$ cat config.mk
export PLATFORM = sky130hd
export DESIGN_NAME = fcbp_top
export DESIGN_NICKNAME = d
export VERILOG_FILES = /design/src/shared/fcbp_pkg.sv /design/src/hw/fcbp_top.sv
export VERILOG_INCLUDE_DIRS = /design/src /design/src/shared
export SDC_FILE = /design/constraint.sdc
export NUM_CORES = 1
export LEC_CHECK = 0
export ABC_AREA = 1
export BUFFER_PORTS_ARGS = -buffer_cell sky130_fd_sc_hd__buf_2
export CELL_PAD_IN_SITES_DETAIL_PLACEMENT = 1
export CELL_PAD_IN_SITES_GLOBAL_PLACEMENT = 2
export CORE_AREA = 2 2 237 239
export DETAILED_ROUTE_END_ITERATION = 10
export DIE_AREA = 0 0 239 241
export PLACE_DENSITY_LB_ADDON = 0.1
export SLEW_MARGIN = 25
export SYNTH_ARGS = -nofsm -noshare
export SYNTH_HDL_FRONTEND = slang
export SYNTH_SLANG_ARGS = --single-unit
$ cat constraint.sdc
create_clock -name pclk -period 4.87 [get_ports pclk]
set_input_delay 0.2435 -clock pclk [delete_from_list [all_inputs] [get_ports pclk]]
set_output_delay 0.2435 -clock pclk [all_outputs]
set_load 0.02 [all_outputs]
$ cat src/shared/fcbp_map.svh
// register offsets, register widths and reset values of the four-channel pwm
`ifndef FCBP_MAP_SVH
`define FCBP_MAP_SVH
`define FCBP_OFF_CTRL      8'h00
`define FCBP_OFF_CLKSEL    8'h04
`define FCBP_OFF_SCALE0    8'h08
`define FCBP_OFF_SCALE1    8'h0c
`define FCBP_OFF_CNT0      8'h10
`define FCBP_OFF_PER0      8'h20
`define FCBP_OFF_DUTY0     8'h30
`define FCBP_OFF_GPIO_OUT  8'h40
`define FCBP_OFF_GPIO_DIR  8'h44
`define FCBP_OFF_PIN_IN    8'h48
`define FCBP_CH_STRIDE     8'h04
`define FCBP_CTRL_W        14
`define FCBP_CLKSEL_W      10
`define FCBP_RST_CTRL      14'h0000
`define FCBP_RST_CLKSEL    10'h000
`define FCBP_RST_BYTE      8'h00
`define FCBP_RST_PERIOD    8'hff
`define FCBP_RST_NIBBLE    4'h0
`endif

$ cat src/shared/fcbp_pkg.sv
// types shared by the four-channel pwm design
package fcbp_pkg;
  // control word: enables [3:0], start levels [7:4], center align [11:8], joins [13:12]
  typedef struct packed {
    logic       join_pair_high;
    logic       join_pair_low;
    logic [3:0] center_align;
    logic [3:0] channel_start_level_select;
    logic [3:0] channel_output_enable;
  } fcbp_ctrl_t;

  // clock word: per-channel scaled select [3:0], prescale a [6:4], prescale b [9:7]
  typedef struct packed {
    logic [2:0] prescale_b;
    logic [2:0] prescale_a;
    logic [3:0] scaled_select;
  } fcbp_clksel_t;

  typedef struct packed {
    logic [3:0] data;
    logic [3:0] enable;
  } fcbp_pins_t;
endpackage

$ cat src/hw/fcbp_top.sv
// four-channel double-buffered pwm with apb register access and shared port pins
//
// The address map and the APB interface to the registers were chosen for this implementation.
`include "fcbp_map.svh"

module fcbp_top
  import fcbp_pkg::*;
#(
  parameter int ADDR_W = 8,
  parameter int PRES_W = 7
) (
  input  wire logic              pclk,
  input  wire logic              presetn,
  input  wire logic              psel,
  input  wire logic              penable,
  input  wire logic              pwrite,
  input  wire logic [ADDR_W-1:0] paddr,
  input  wire logic [31:0]       pwdata,
  output logic      [31:0]       prdata,
  output logic                   pready,
  output logic                   pslverr,
  input  wire logic [3:0]        port_in,
  output fcbp_pins_t             port_drive
);

  fcbp_ctrl_t   ctrl;
  fcbp_clksel_t clksel;
  logic [7:0]   scale      [2];
  logic [7:0]   scale_cnt  [2];
  logic [1:0]   scale_half;
  logic [PRES_W-1:0] pres;
  logic [1:0]   ab_tick;
  logic [1:0]   s_tick;
  logic [3:0]   ch_tick;
  logic [3:0]   gpio_out;
  logic [3:0]   gpio_dir;

  logic [7:0]   cnt        [4];
  logic [7:0]   per_buf    [4];
  logic [7:0]   per_act    [4];
  logic [7:0]   duty_buf   [4];
  logic [7:0]   duty_act   [4];
  logic [3:0]   count_up;
  logic [3:0]   armed;
  logic [7:0]   next_cnt   [4];
  logic [7:0]   next_per   [4];
  logic [7:0]   next_duty  [4];
  logic [3:0]   next_up;
  logic [3:0]   next_armed;
  logic [3:0]   load_act;
  logic [3:0]   pin_own;
  logic [3:0]   pin_wave;

  logic [3:0]   wr_cnt;
  logic [3:0]   wr_per;
  logic [3:0]   wr_duty;
  logic         wr;
  logic         setup;
  logic [31:0]  next_rdata;
  logic         next_hit;
  logic         hit_q;

  // true when an address selects a register of channel i in a block
  function automatic logic fcbp_hit(input logic [ADDR_W-1:0] a, input logic [7:0] base, input int i);
    logic [7:0] off;
    off = base + 8'(i * 4);
    return a[7:0] == off;
  endfunction

  // one counter step: {next direction, rollover, next count}
  function automatic logic [17:0] fcbp_step(input logic [15:0] c, input logic [15:0] p,
                                            input logic center, input logic up);
    logic [15:0] n;
    logic        nu;
    logic        roll;
    n    = c + 16'h0001;
    nu   = up;
    roll = 1'b0;
    if (!center) begin
      if (({1'b0, c} + 17'h00001) >= {1'b0, p}) begin
        n    = 16'h0000;
        roll = 1'b1;
      end
    end else if (up) begin
      if (c >= p) begin
        nu = 1'b0;
        n  = (c == 16'h0000) ? 16'h0000 : c - 16'h0001;
      end
    end else begin
      if (c == 16'h0000) begin
        nu   = 1'b1;
        roll = 1'b1;
        n    = (p == 16'h0000) ? 16'h0000 : 16'h0001;
      end else begin
        n = c - 16'h0001;
      end
    end
    return {nu, roll, n};
  endfunction

  // output level: start level set means high while count is below duty
  function automatic logic fcbp_wave(input logic [15:0] c, input logic [15:0] d, input logic start_hi);
    return start_hi ? (c < d) : !(c < d);
  endfunction

  // apb decode; write takes effect in the access phase, slave never stalls
  assign setup  = psel && !penable;
  assign wr     = psel && penable && pwrite;
  assign pready = 1'b1;

  for (genvar i = 0; i < 4; i++) begin : g_dec
    assign wr_cnt[i]  = wr && fcbp_hit(paddr, `FCBP_OFF_CNT0, i);
    assign wr_per[i]  = wr && fcbp_hit(paddr, `FCBP_OFF_PER0, i);
    assign wr_duty[i] = wr && fcbp_hit(paddr, `FCBP_OFF_DUTY0, i);
  end

  always_comb begin
    next_rdata = 32'h0000_0000;
    next_hit   = 1'b1;
    case (paddr[7:0])
      `FCBP_OFF_CTRL:     next_rdata = {18'h00000, ctrl};
      `FCBP_OFF_CLKSEL:   next_rdata = {22'h000000, clksel};
      `FCBP_OFF_SCALE0:   next_rdata = {24'h000000, scale[0]};
      `FCBP_OFF_SCALE1:   next_rdata = {24'h000000, scale[1]};
      `FCBP_OFF_GPIO_OUT: next_rdata = {28'h0000000, gpio_out};
      `FCBP_OFF_GPIO_DIR: next_rdata = {28'h0000000, gpio_dir};
      `FCBP_OFF_PIN_IN:   next_rdata = {28'h0000000, port_in};
      default:            next_hit   = 1'b0;
    endcase
    for (int i = 0; i < 4; i++) begin
      if (fcbp_hit(paddr, `FCBP_OFF_CNT0, i)) begin
        next_rdata = {24'h000000, cnt[i]};
        next_hit   = 1'b1;
      end
      if (fcbp_hit(paddr, `FCBP_OFF_PER0, i)) begin
        next_rdata = {24'h000000, per_buf[i]};
        next_hit   = 1'b1;
      end
      if (fcbp_hit(paddr, `FCBP_OFF_DUTY0, i)) begin
        next_rdata = {24'h000000, duty_buf[i]};
        next_hit   = 1'b1;
      end
    end
  end

  // read data captured in the setup cycle so prdata comes from flops with no wait state
  always_ff @(posedge pclk or negedge presetn) begin
    if (!presetn) begin
      prdata <= 32'h0000_0000;
      hit_q  <= 1'b0;
    end else if (setup) begin
      prdata <= pwrite ? 32'h0000_0000 : next_rdata;
      hit_q  <= next_hit;
    end
  end

  assign pslverr = psel && penable && !hit_q;

  always_ff @(posedge pclk or negedge presetn) begin
    if (!presetn) begin
      ctrl     <= `FCBP_RST_CTRL;
      clksel   <= `FCBP_RST_CLKSEL;
      gpio_out <= `FCBP_RST_NIBBLE;
      gpio_dir <= `FCBP_RST_NIBBLE;
    end else if (wr) begin
      if (paddr[7:0] == `FCBP_OFF_CTRL)     ctrl     <= pwdata[`FCBP_CTRL_W-1:0];
      if (paddr[7:0] == `FCBP_OFF_CLKSEL)   clksel   <= pwdata[`FCBP_CLKSEL_W-1:0];
      if (paddr[7:0] == `FCBP_OFF_GPIO_OUT) gpio_out <= pwdata[3:0];
      if (paddr[7:0] == `FCBP_OFF_GPIO_DIR) gpio_dir <= pwdata[3:0];
    end
  end

  // prescaler stops while every channel is off to save power
  always_ff @(posedge pclk or negedge presetn) begin
    if (!presetn) begin
      pres <= '0;
    end else if (|ctrl.channel_output_enable) begin
      pres <= pres + PRES_W'(1);
    end
  end

  // clock a feeds pair 0 and scaler 0, clock b feeds pair 1 and scaler 1
  for (genvar k = 0; k < 2; k++) begin : g_clk
    logic [2:0]        sel_div;
    logic [PRES_W-1:0] mask;
    logic              wr_scale;
    assign sel_div  = (k == 0) ? clksel.prescale_a : clksel.prescale_b;
    assign mask     = PRES_W'((8'h01 << sel_div) - 8'h01);
    assign ab_tick[k] = (|ctrl.channel_output_enable) && (&(pres | ~mask));
    assign wr_scale = wr && (paddr[7:0] == ((k == 0) ? `FCBP_OFF_SCALE0 : `FCBP_OFF_SCALE1));
    assign s_tick[k] = ab_tick[k] && (scale_cnt[k] == 8'h00) && scale_half[k];

    // scaled clock divides by (scale + 1) and again by two
    always_ff @(posedge pclk or negedge presetn) begin
      if (!presetn) begin
        scale[k]      <= `FCBP_RST_BYTE;
        scale_cnt[k]  <= `FCBP_RST_BYTE;
        scale_half[k] <= 1'b0;
      end else if (wr_scale) begin
        scale[k]      <= pwdata[7:0];
        scale_cnt[k]  <= pwdata[7:0];
        scale_half[k] <= 1'b0;
      end else if (ab_tick[k]) begin
        if (scale_cnt[k] == 8'h00) begin
          scale_cnt[k]  <= scale[k];
          scale_half[k] <= !scale_half[k];
        end else begin
          scale_cnt[k] <= scale_cnt[k] - 8'h01;
        end
      end
    end
  end

  for (genvar i = 0; i < 4; i++) begin : g_tick
    assign ch_tick[i] = clksel.scaled_select[i] ? s_tick[i/2] : ab_tick[i/2];
  end

  // each pair runs as two 8-bit engines or one 16-bit engine
  for (genvar p = 0; p < 2; p++) begin : g_pair
    localparam int H = 2 * p;
    localparam int L = 2 * p + 1;
    logic        jn;
    logic [15:0] c_h;
    logic [15:0] c_l;
    logic [15:0] p_h;
    logic [15:0] p_l;
    logic [15:0] d_h;
    logic [15:0] d_l;
    logic [17:0] s_h;
    logic [17:0] s_l;
    logic [15:0] n_h;
    logic [15:0] n_l;
    logic        run_h;
    logic        run_l;
    logic        tk_h;
    logic        cwr_h;
    logic        cwr_l;
    logic        roll_h;
    logic        roll_l;

    assign jn  = (p == 0) ? ctrl.join_pair_low : ctrl.join_pair_high;
    assign c_h = jn ? {cnt[H], cnt[L]} : {8'h00, cnt[H]};
    assign p_h = jn ? {per_act[H], per_act[L]} : {8'h00, per_act[H]};
    assign d_h = jn ? {duty_act[H], duty_act[L]} : {8'h00, duty_act[H]};
    assign c_l = {8'h00, cnt[L]};
    assign p_l = {8'h00, per_act[L]};
    assign d_l = {8'h00, duty_act[L]};

    // joined pair runs on the low-byte channel clock, enabled by the high-byte channel
    assign run_h = ctrl.channel_output_enable[H];
    assign run_l = jn ? run_h : ctrl.channel_output_enable[L];
    assign tk_h  = jn ? ch_tick[L] : ch_tick[H];
    assign cwr_h = wr_cnt[H] || (jn && wr_cnt[L]);
    assign cwr_l = wr_cnt[L] || (jn && wr_cnt[H]);

    assign s_h = fcbp_step(c_h, p_h, ctrl.center_align[H], count_up[H]);
    assign s_l = fcbp_step(c_l, p_l, ctrl.center_align[L], count_up[L]);

    // disabled counters hold their value
    assign n_h    = cwr_h ? 16'h0000 : ((run_h && tk_h) ? s_h[15:0] : c_h);
    assign n_l    = cwr_l ? 16'h0000 : ((run_l && ch_tick[L]) ? s_l[15:0] : c_l);
    assign roll_h = run_h && tk_h && s_h[16] && !cwr_h;
    assign roll_l = run_l && ch_tick[L] && s_l[16] && !cwr_l;

    assign next_cnt[H] = jn ? n_h[15:8] : n_h[7:0];
    assign next_cnt[L] = jn ? n_h[7:0] : n_l[7:0];
    assign next_up[H]  = cwr_h ? 1'b1 : ((run_h && tk_h) ? s_h[17] : count_up[H]);
    assign next_up[L]  = jn ? next_up[H] : (cwr_l ? 1'b1 : ((run_l && ch_tick[L]) ? s_l[17] : count_up[L]));

    // active latches follow the buffer when off, else only on rollover or counter write
    assign load_act[H] = !run_h || cwr_h || roll_h;
    assign load_act[L] = jn ? load_act[H] : (!run_l || cwr_l || roll_l);

    assign next_armed[H] = run_h && (armed[H] || tk_h);
    assign next_armed[L] = run_l && (armed[L] || ch_tick[L]);

    assign pin_own[H]  = run_h;
    assign pin_own[L]  = !jn && run_l;
    assign pin_wave[H] = armed[H] && fcbp_wave(c_h, d_h, ctrl.channel_start_level_select[H]);
    assign pin_wave[L] = armed[L] && fcbp_wave(c_l, d_l, ctrl.channel_start_level_select[L]);
  end

  // per-channel storage: buffers, active latches, counter, direction
  for (genvar i = 0; i < 4; i++) begin : g_ch
    assign next_per[i]  = wr_per[i] ? pwdata[7:0] : per_buf[i];
    assign next_duty[i] = wr_duty[i] ? pwdata[7:0] : duty_buf[i];

    always_ff @(posedge pclk or negedge presetn) begin
      if (!presetn) begin
        per_buf[i]  <= `FCBP_RST_PERIOD;
        duty_buf[i] <= `FCBP_RST_BYTE;
      end else begin
        per_buf[i]  <= next_per[i];
        duty_buf[i] <= next_duty[i];
      end
    end

    always_ff @(posedge pclk or negedge presetn) begin
      if (!presetn) begin
        per_act[i]  <= `FCBP_RST_PERIOD;
        duty_act[i] <= `FCBP_RST_BYTE;
      end else if (load_act[i]) begin
        per_act[i]  <= next_per[i];
        duty_act[i] <= next_duty[i];
      end
    end

    always_ff @(posedge pclk or negedge presetn) begin
      if (!presetn) begin
        cnt[i]      <= `FCBP_RST_BYTE;
        count_up[i] <= 1'b1;
        armed[i]    <= 1'b0;
      end else begin
        cnt[i]      <= next_cnt[i];
        count_up[i] <= next_up[i];
        armed[i]    <= next_armed[i];
      end
    end
  end

  // enabled channels, except the upper channel of a joined pair, force the pin to output without touching the direction register
  always_ff @(posedge pclk or negedge presetn) begin
    if (!presetn) begin
      port_drive <= '0;
    end else begin
      port_drive.enable <= pin_own | gpio_dir;
      port_drive.data   <= (pin_own & pin_wave) | (~pin_own & gpio_out);
    end
  end

endmodule

==> impl_metrics.yaml <==
die:
  core_area_um2: 54900
  die_area_um2: 57600
  ios: 91
  die_w_um: 239
  rows: 86
  initial_core_util: 0.367
  dieHeight_um: 241
run:
  drv_cap: 0
place:
  place_ws_ns: 0.292
  dpl.hpwl_mm: 64.7
  placed_area_um2: 21300
  place_congestion: 0.958
  portBuffers: 53
worst_setup_path:
  arrival_ns: 4.93
  worstPathMaxFanout: 37
  worstSetupPathType: "reg2reg"
  cp-start-kind: "flop"
  required_ns: 5.30
  cp-end-kind: "flop"
power:
  power_per_cell_area_nw_per_um2: 432
  seqPwrFrac: 0.267
  ir_drop_mv: 0.199
  p_clk_frac: 0.262
  internal-power_mw: 5.41
  p_switching_mw: 4.32
  totalPowerFinal_mw: 9.73
  p_sw_frac: 0.444
  combPwrFrac: 0.472
  p_leak_nw: 11.0
synthesis:
  ys_ff_latch: 264
  synth_area_per_cell_um2: 7.17
  yosysWarnings: 0
  synth-seq-area-share: 0.332
  synthArstFlopShare: 1.00
  synth_ff_type: "dfrtp_1"
  synth_edf_count: 0
  synth.distinct_cells: 64
  synthCells: 2814
  syn_area_um2: 20200
drt:
  drcViolationCount: 0
  met3_length_mm: 2.56
  top_layer_used: "met5"
  dr_wl_met2_mm: 40.2
  wl_met1_mm: 36.8
  routedWlPerCell_um: 22.6
  vias: 19671
  detailedRoute.firstIterationViolations: 1210
  wirelength_mm: 81.9
  vias_per_cell: 5.44
  ant_nets: 0
  drt_pass1_iterations: 5
clock_tree:
  tritoncts: "yes"
  cts-root-buf: "clkbuf_16"
  cts_sinks: 264
  clk_pin_slew_ns: 0.06
  htree_levels: 2
  clkLatencyLatePin_ns: 0.55
  cts_buffer_depth: 3
  cts_buffers: 34
layout:
  regArea_um2: 6700
  post-route-util: 0.410
  layout-drive-gt1-share: 0.125
  nNetsFinal: 3092
  finalInstanceArea_um2: 22500
  area_delta_synth_final_pct: 11.7
  fill_cells: 6930
  multi_input_area_um2: 11700
grt:
  track_usage: 0.284
  grt_pass1_wl_mm: 124
  overflow: 0
  antenna_found_initial: 1
  grt_max_degree: 125
  grt_pass1_vias: 20387
timing:
  period_share: 0.923
  fin_crit_ns: 4.50
  setup_viol: 0
  fmax_mhz: 222
  tns_ns: 0
  hold_viol_final: 0
  drv_slew: 0
  worst_pin_slew_ns: 0.839
  skew_ns: 0.0306
  finalWorstSetupSlack_ns: 0.373
  slew-limit-headroom: 0.440
status:
  status: "completed"
hold_path:
  min_path_type: "in2reg"
[synthesized netlist by cell type, types with 22 or more instances]
cell	count	area, um^2
a21oi_1	145	726
buf_2	22	110
buf_4	24	180
clkbuf_1	44	165
dfrtp_1	196	4900
dfstp_2	68	1790
ha_1	157	1960
inv_1	318	1190
inv_2	22	82.6
nand2_1	717	2690
nand2_2	31	194
nand3_1	206	1030
nand4_1	46	288
nor2_1	182	683
nor3_1	51	255
o21ai_0	288	1440
o22ai_1	24	150
xor2_1	75	657
[power groups by stage]
stage	Clock [mW]	Combinational [mW]	Sequential, mW
after floorplan	0	3.10	2.55
after global placement	0	4.39	2.62
after detailed placement	0	4.54	2.63
after CTS	2.59	4.57	2.59
after global routing	2.68	5.16	2.61
final	2.55	4.59	2.59
[state kept, by name, summed over array words and instances (netlist names), 6 cells and up]
signal,cells
pres,7
port_drive,8
g_pair.p_l,16
cnt,32
duty_buf,32
duty_act,32
prdata,14
scale,16
per_act,16
ctrl,12
scale_cnt,16
per_buf,32
g_clk.sel_div,6
[worst max-delay path, stage by stage, from the launching register on]
cell	delay, ns
dfrtp_4	0.64
inv_2	0.24
buf_4	0.22
nand2_1	0.08
nand2_2	0.19
nand2_2	0.10
nor2_4	0.12
nand2_1	0.09
nor2_1	0.15
nand2_1	0.10
nor2_1	0.17
nand2_1	0.09
xor2_1	0.18
inv_1	0.11
ha_1	0.33
nand4_1	0.11
nor4_1	0.27
nand2_1	0.18
nand3_4	0.16
nand3_4	0.19
nand3_4	0.28
nand2_4	0.21
nand2_1	0.12
nand2_1	0.05
[final timing paths]
path | from | end | slack [ns] | depth (start not counted)
min in group asynchronous | presetn | cnt[25] | 0.27 | 2
worst max register to register | g_pair[1].jn | duty_act[1] | 0.37 | 23
worst min-delay path | pwdata[8] | g_clk[1].sel_div[1] | 0.006 | 3
worst min register to register | pres[5] | pres[5] | 0.47 | 1
max in group asynchronous | presetn | clksel[0] | 3.27 | 3
worst max-delay path | g_pair[1].jn | duty_act[1] | 0.37 | 23
[logic make-up after synthesis]
group                    count (synthesis)  share of synthesized area
AO/OA/AOI/OAI                          553                      0.153
XOR/XNOR                                82                     0.0356
adder cells (fa/ha/maj)                157                     0.0974
buffers and inverters                  445                     0.0915
flip-flops                             264                      0.332
other                                    2                   0.000372
AND/OR/NAND/NOR                       1311                      0.290
[layout by cell type (no fill, tap or decap), types with 5 or more instances in the layout]
cell / synthesis / final
ha_1: 157 / 157
buf_2: 22 / 52
conb_1: 2 / 19
nor2_4: 5 / 5
nor3_1: 51 / 51
clkbuf_8: 0 / 6
o21bai_1: 6 / 6
nand2_4: 10 / 10
nand3_1: 206 / 206
nand4_1: 46 / 46
dfstp_2: 68 / 68
clkbuf_16: 0 / 36
nor4_1: 11 / 11
o211ai_1: 21 / 21
a21oi_1: 145 / 145
xnor2_1: 7 / 7
o221ai_1: 8 / 8
buf_4: 24 / 57
inv_1: 318 / 318
nand3_4: 5 / 5
nand2_1: 717 / 716
dfrtp_1: 196 / 194
nor2_1: 182 / 181
xor2_1: 75 / 75
o21ai_2: 10 / 9
inv_2: 22 / 22
o22ai_1: 24 / 24
o21ai_0: 288 / 288
nand2_2: 31 / 32
a31oi_1: 7 / 7
o21ai_1: 11 / 11
clkbuf_1: 44 / 10
or2_2: 11 / 11
dlygate4sd3_1: 0 / 11
nor2_2: 12 / 13
nor3_2: 6 / 6
[area by class of cell]
class / count / share of cell area
diodes: 1 / 0.000111
clock buffers: 52 / 0.0453
clock inverters: 9 / 0.00355
inverters: 341 / 0.0568
multi-input cells: 2122 / 0.520
flip-flops and latches: 264 / 0.297
well taps: 704 / 0.0391
repair buffers: 123 / 0.0382
[routing by layer]
metal	vias to the layer above	track usage
met1	9780	0.371
met4	2	0.0830
met2	330	0.500
met3	109	0.0265
met5	-	0
li1	9450	-
[timing repair]
action / 4_1_cts / 5_1_grt
buffers inserted: 0 / 4
hold buffers: 11 / 0
hold endpoints to repair: 104 / 0
resized for setup: 0 / 2
setup endpoints to repair: 0 / 23
[per-stage QoR]
stage | hold WS [ns] | std cells
after floorplan | -0.0521 | 2831
after global placement | 0.299 | 3539
after detailed placement | 0.320 | 3539
after CTS | 0.00714 | 3611
after global routing | 0.0276 | 3615
final | 0.00595 | 3616
Power figures use the tool's default switching activity.
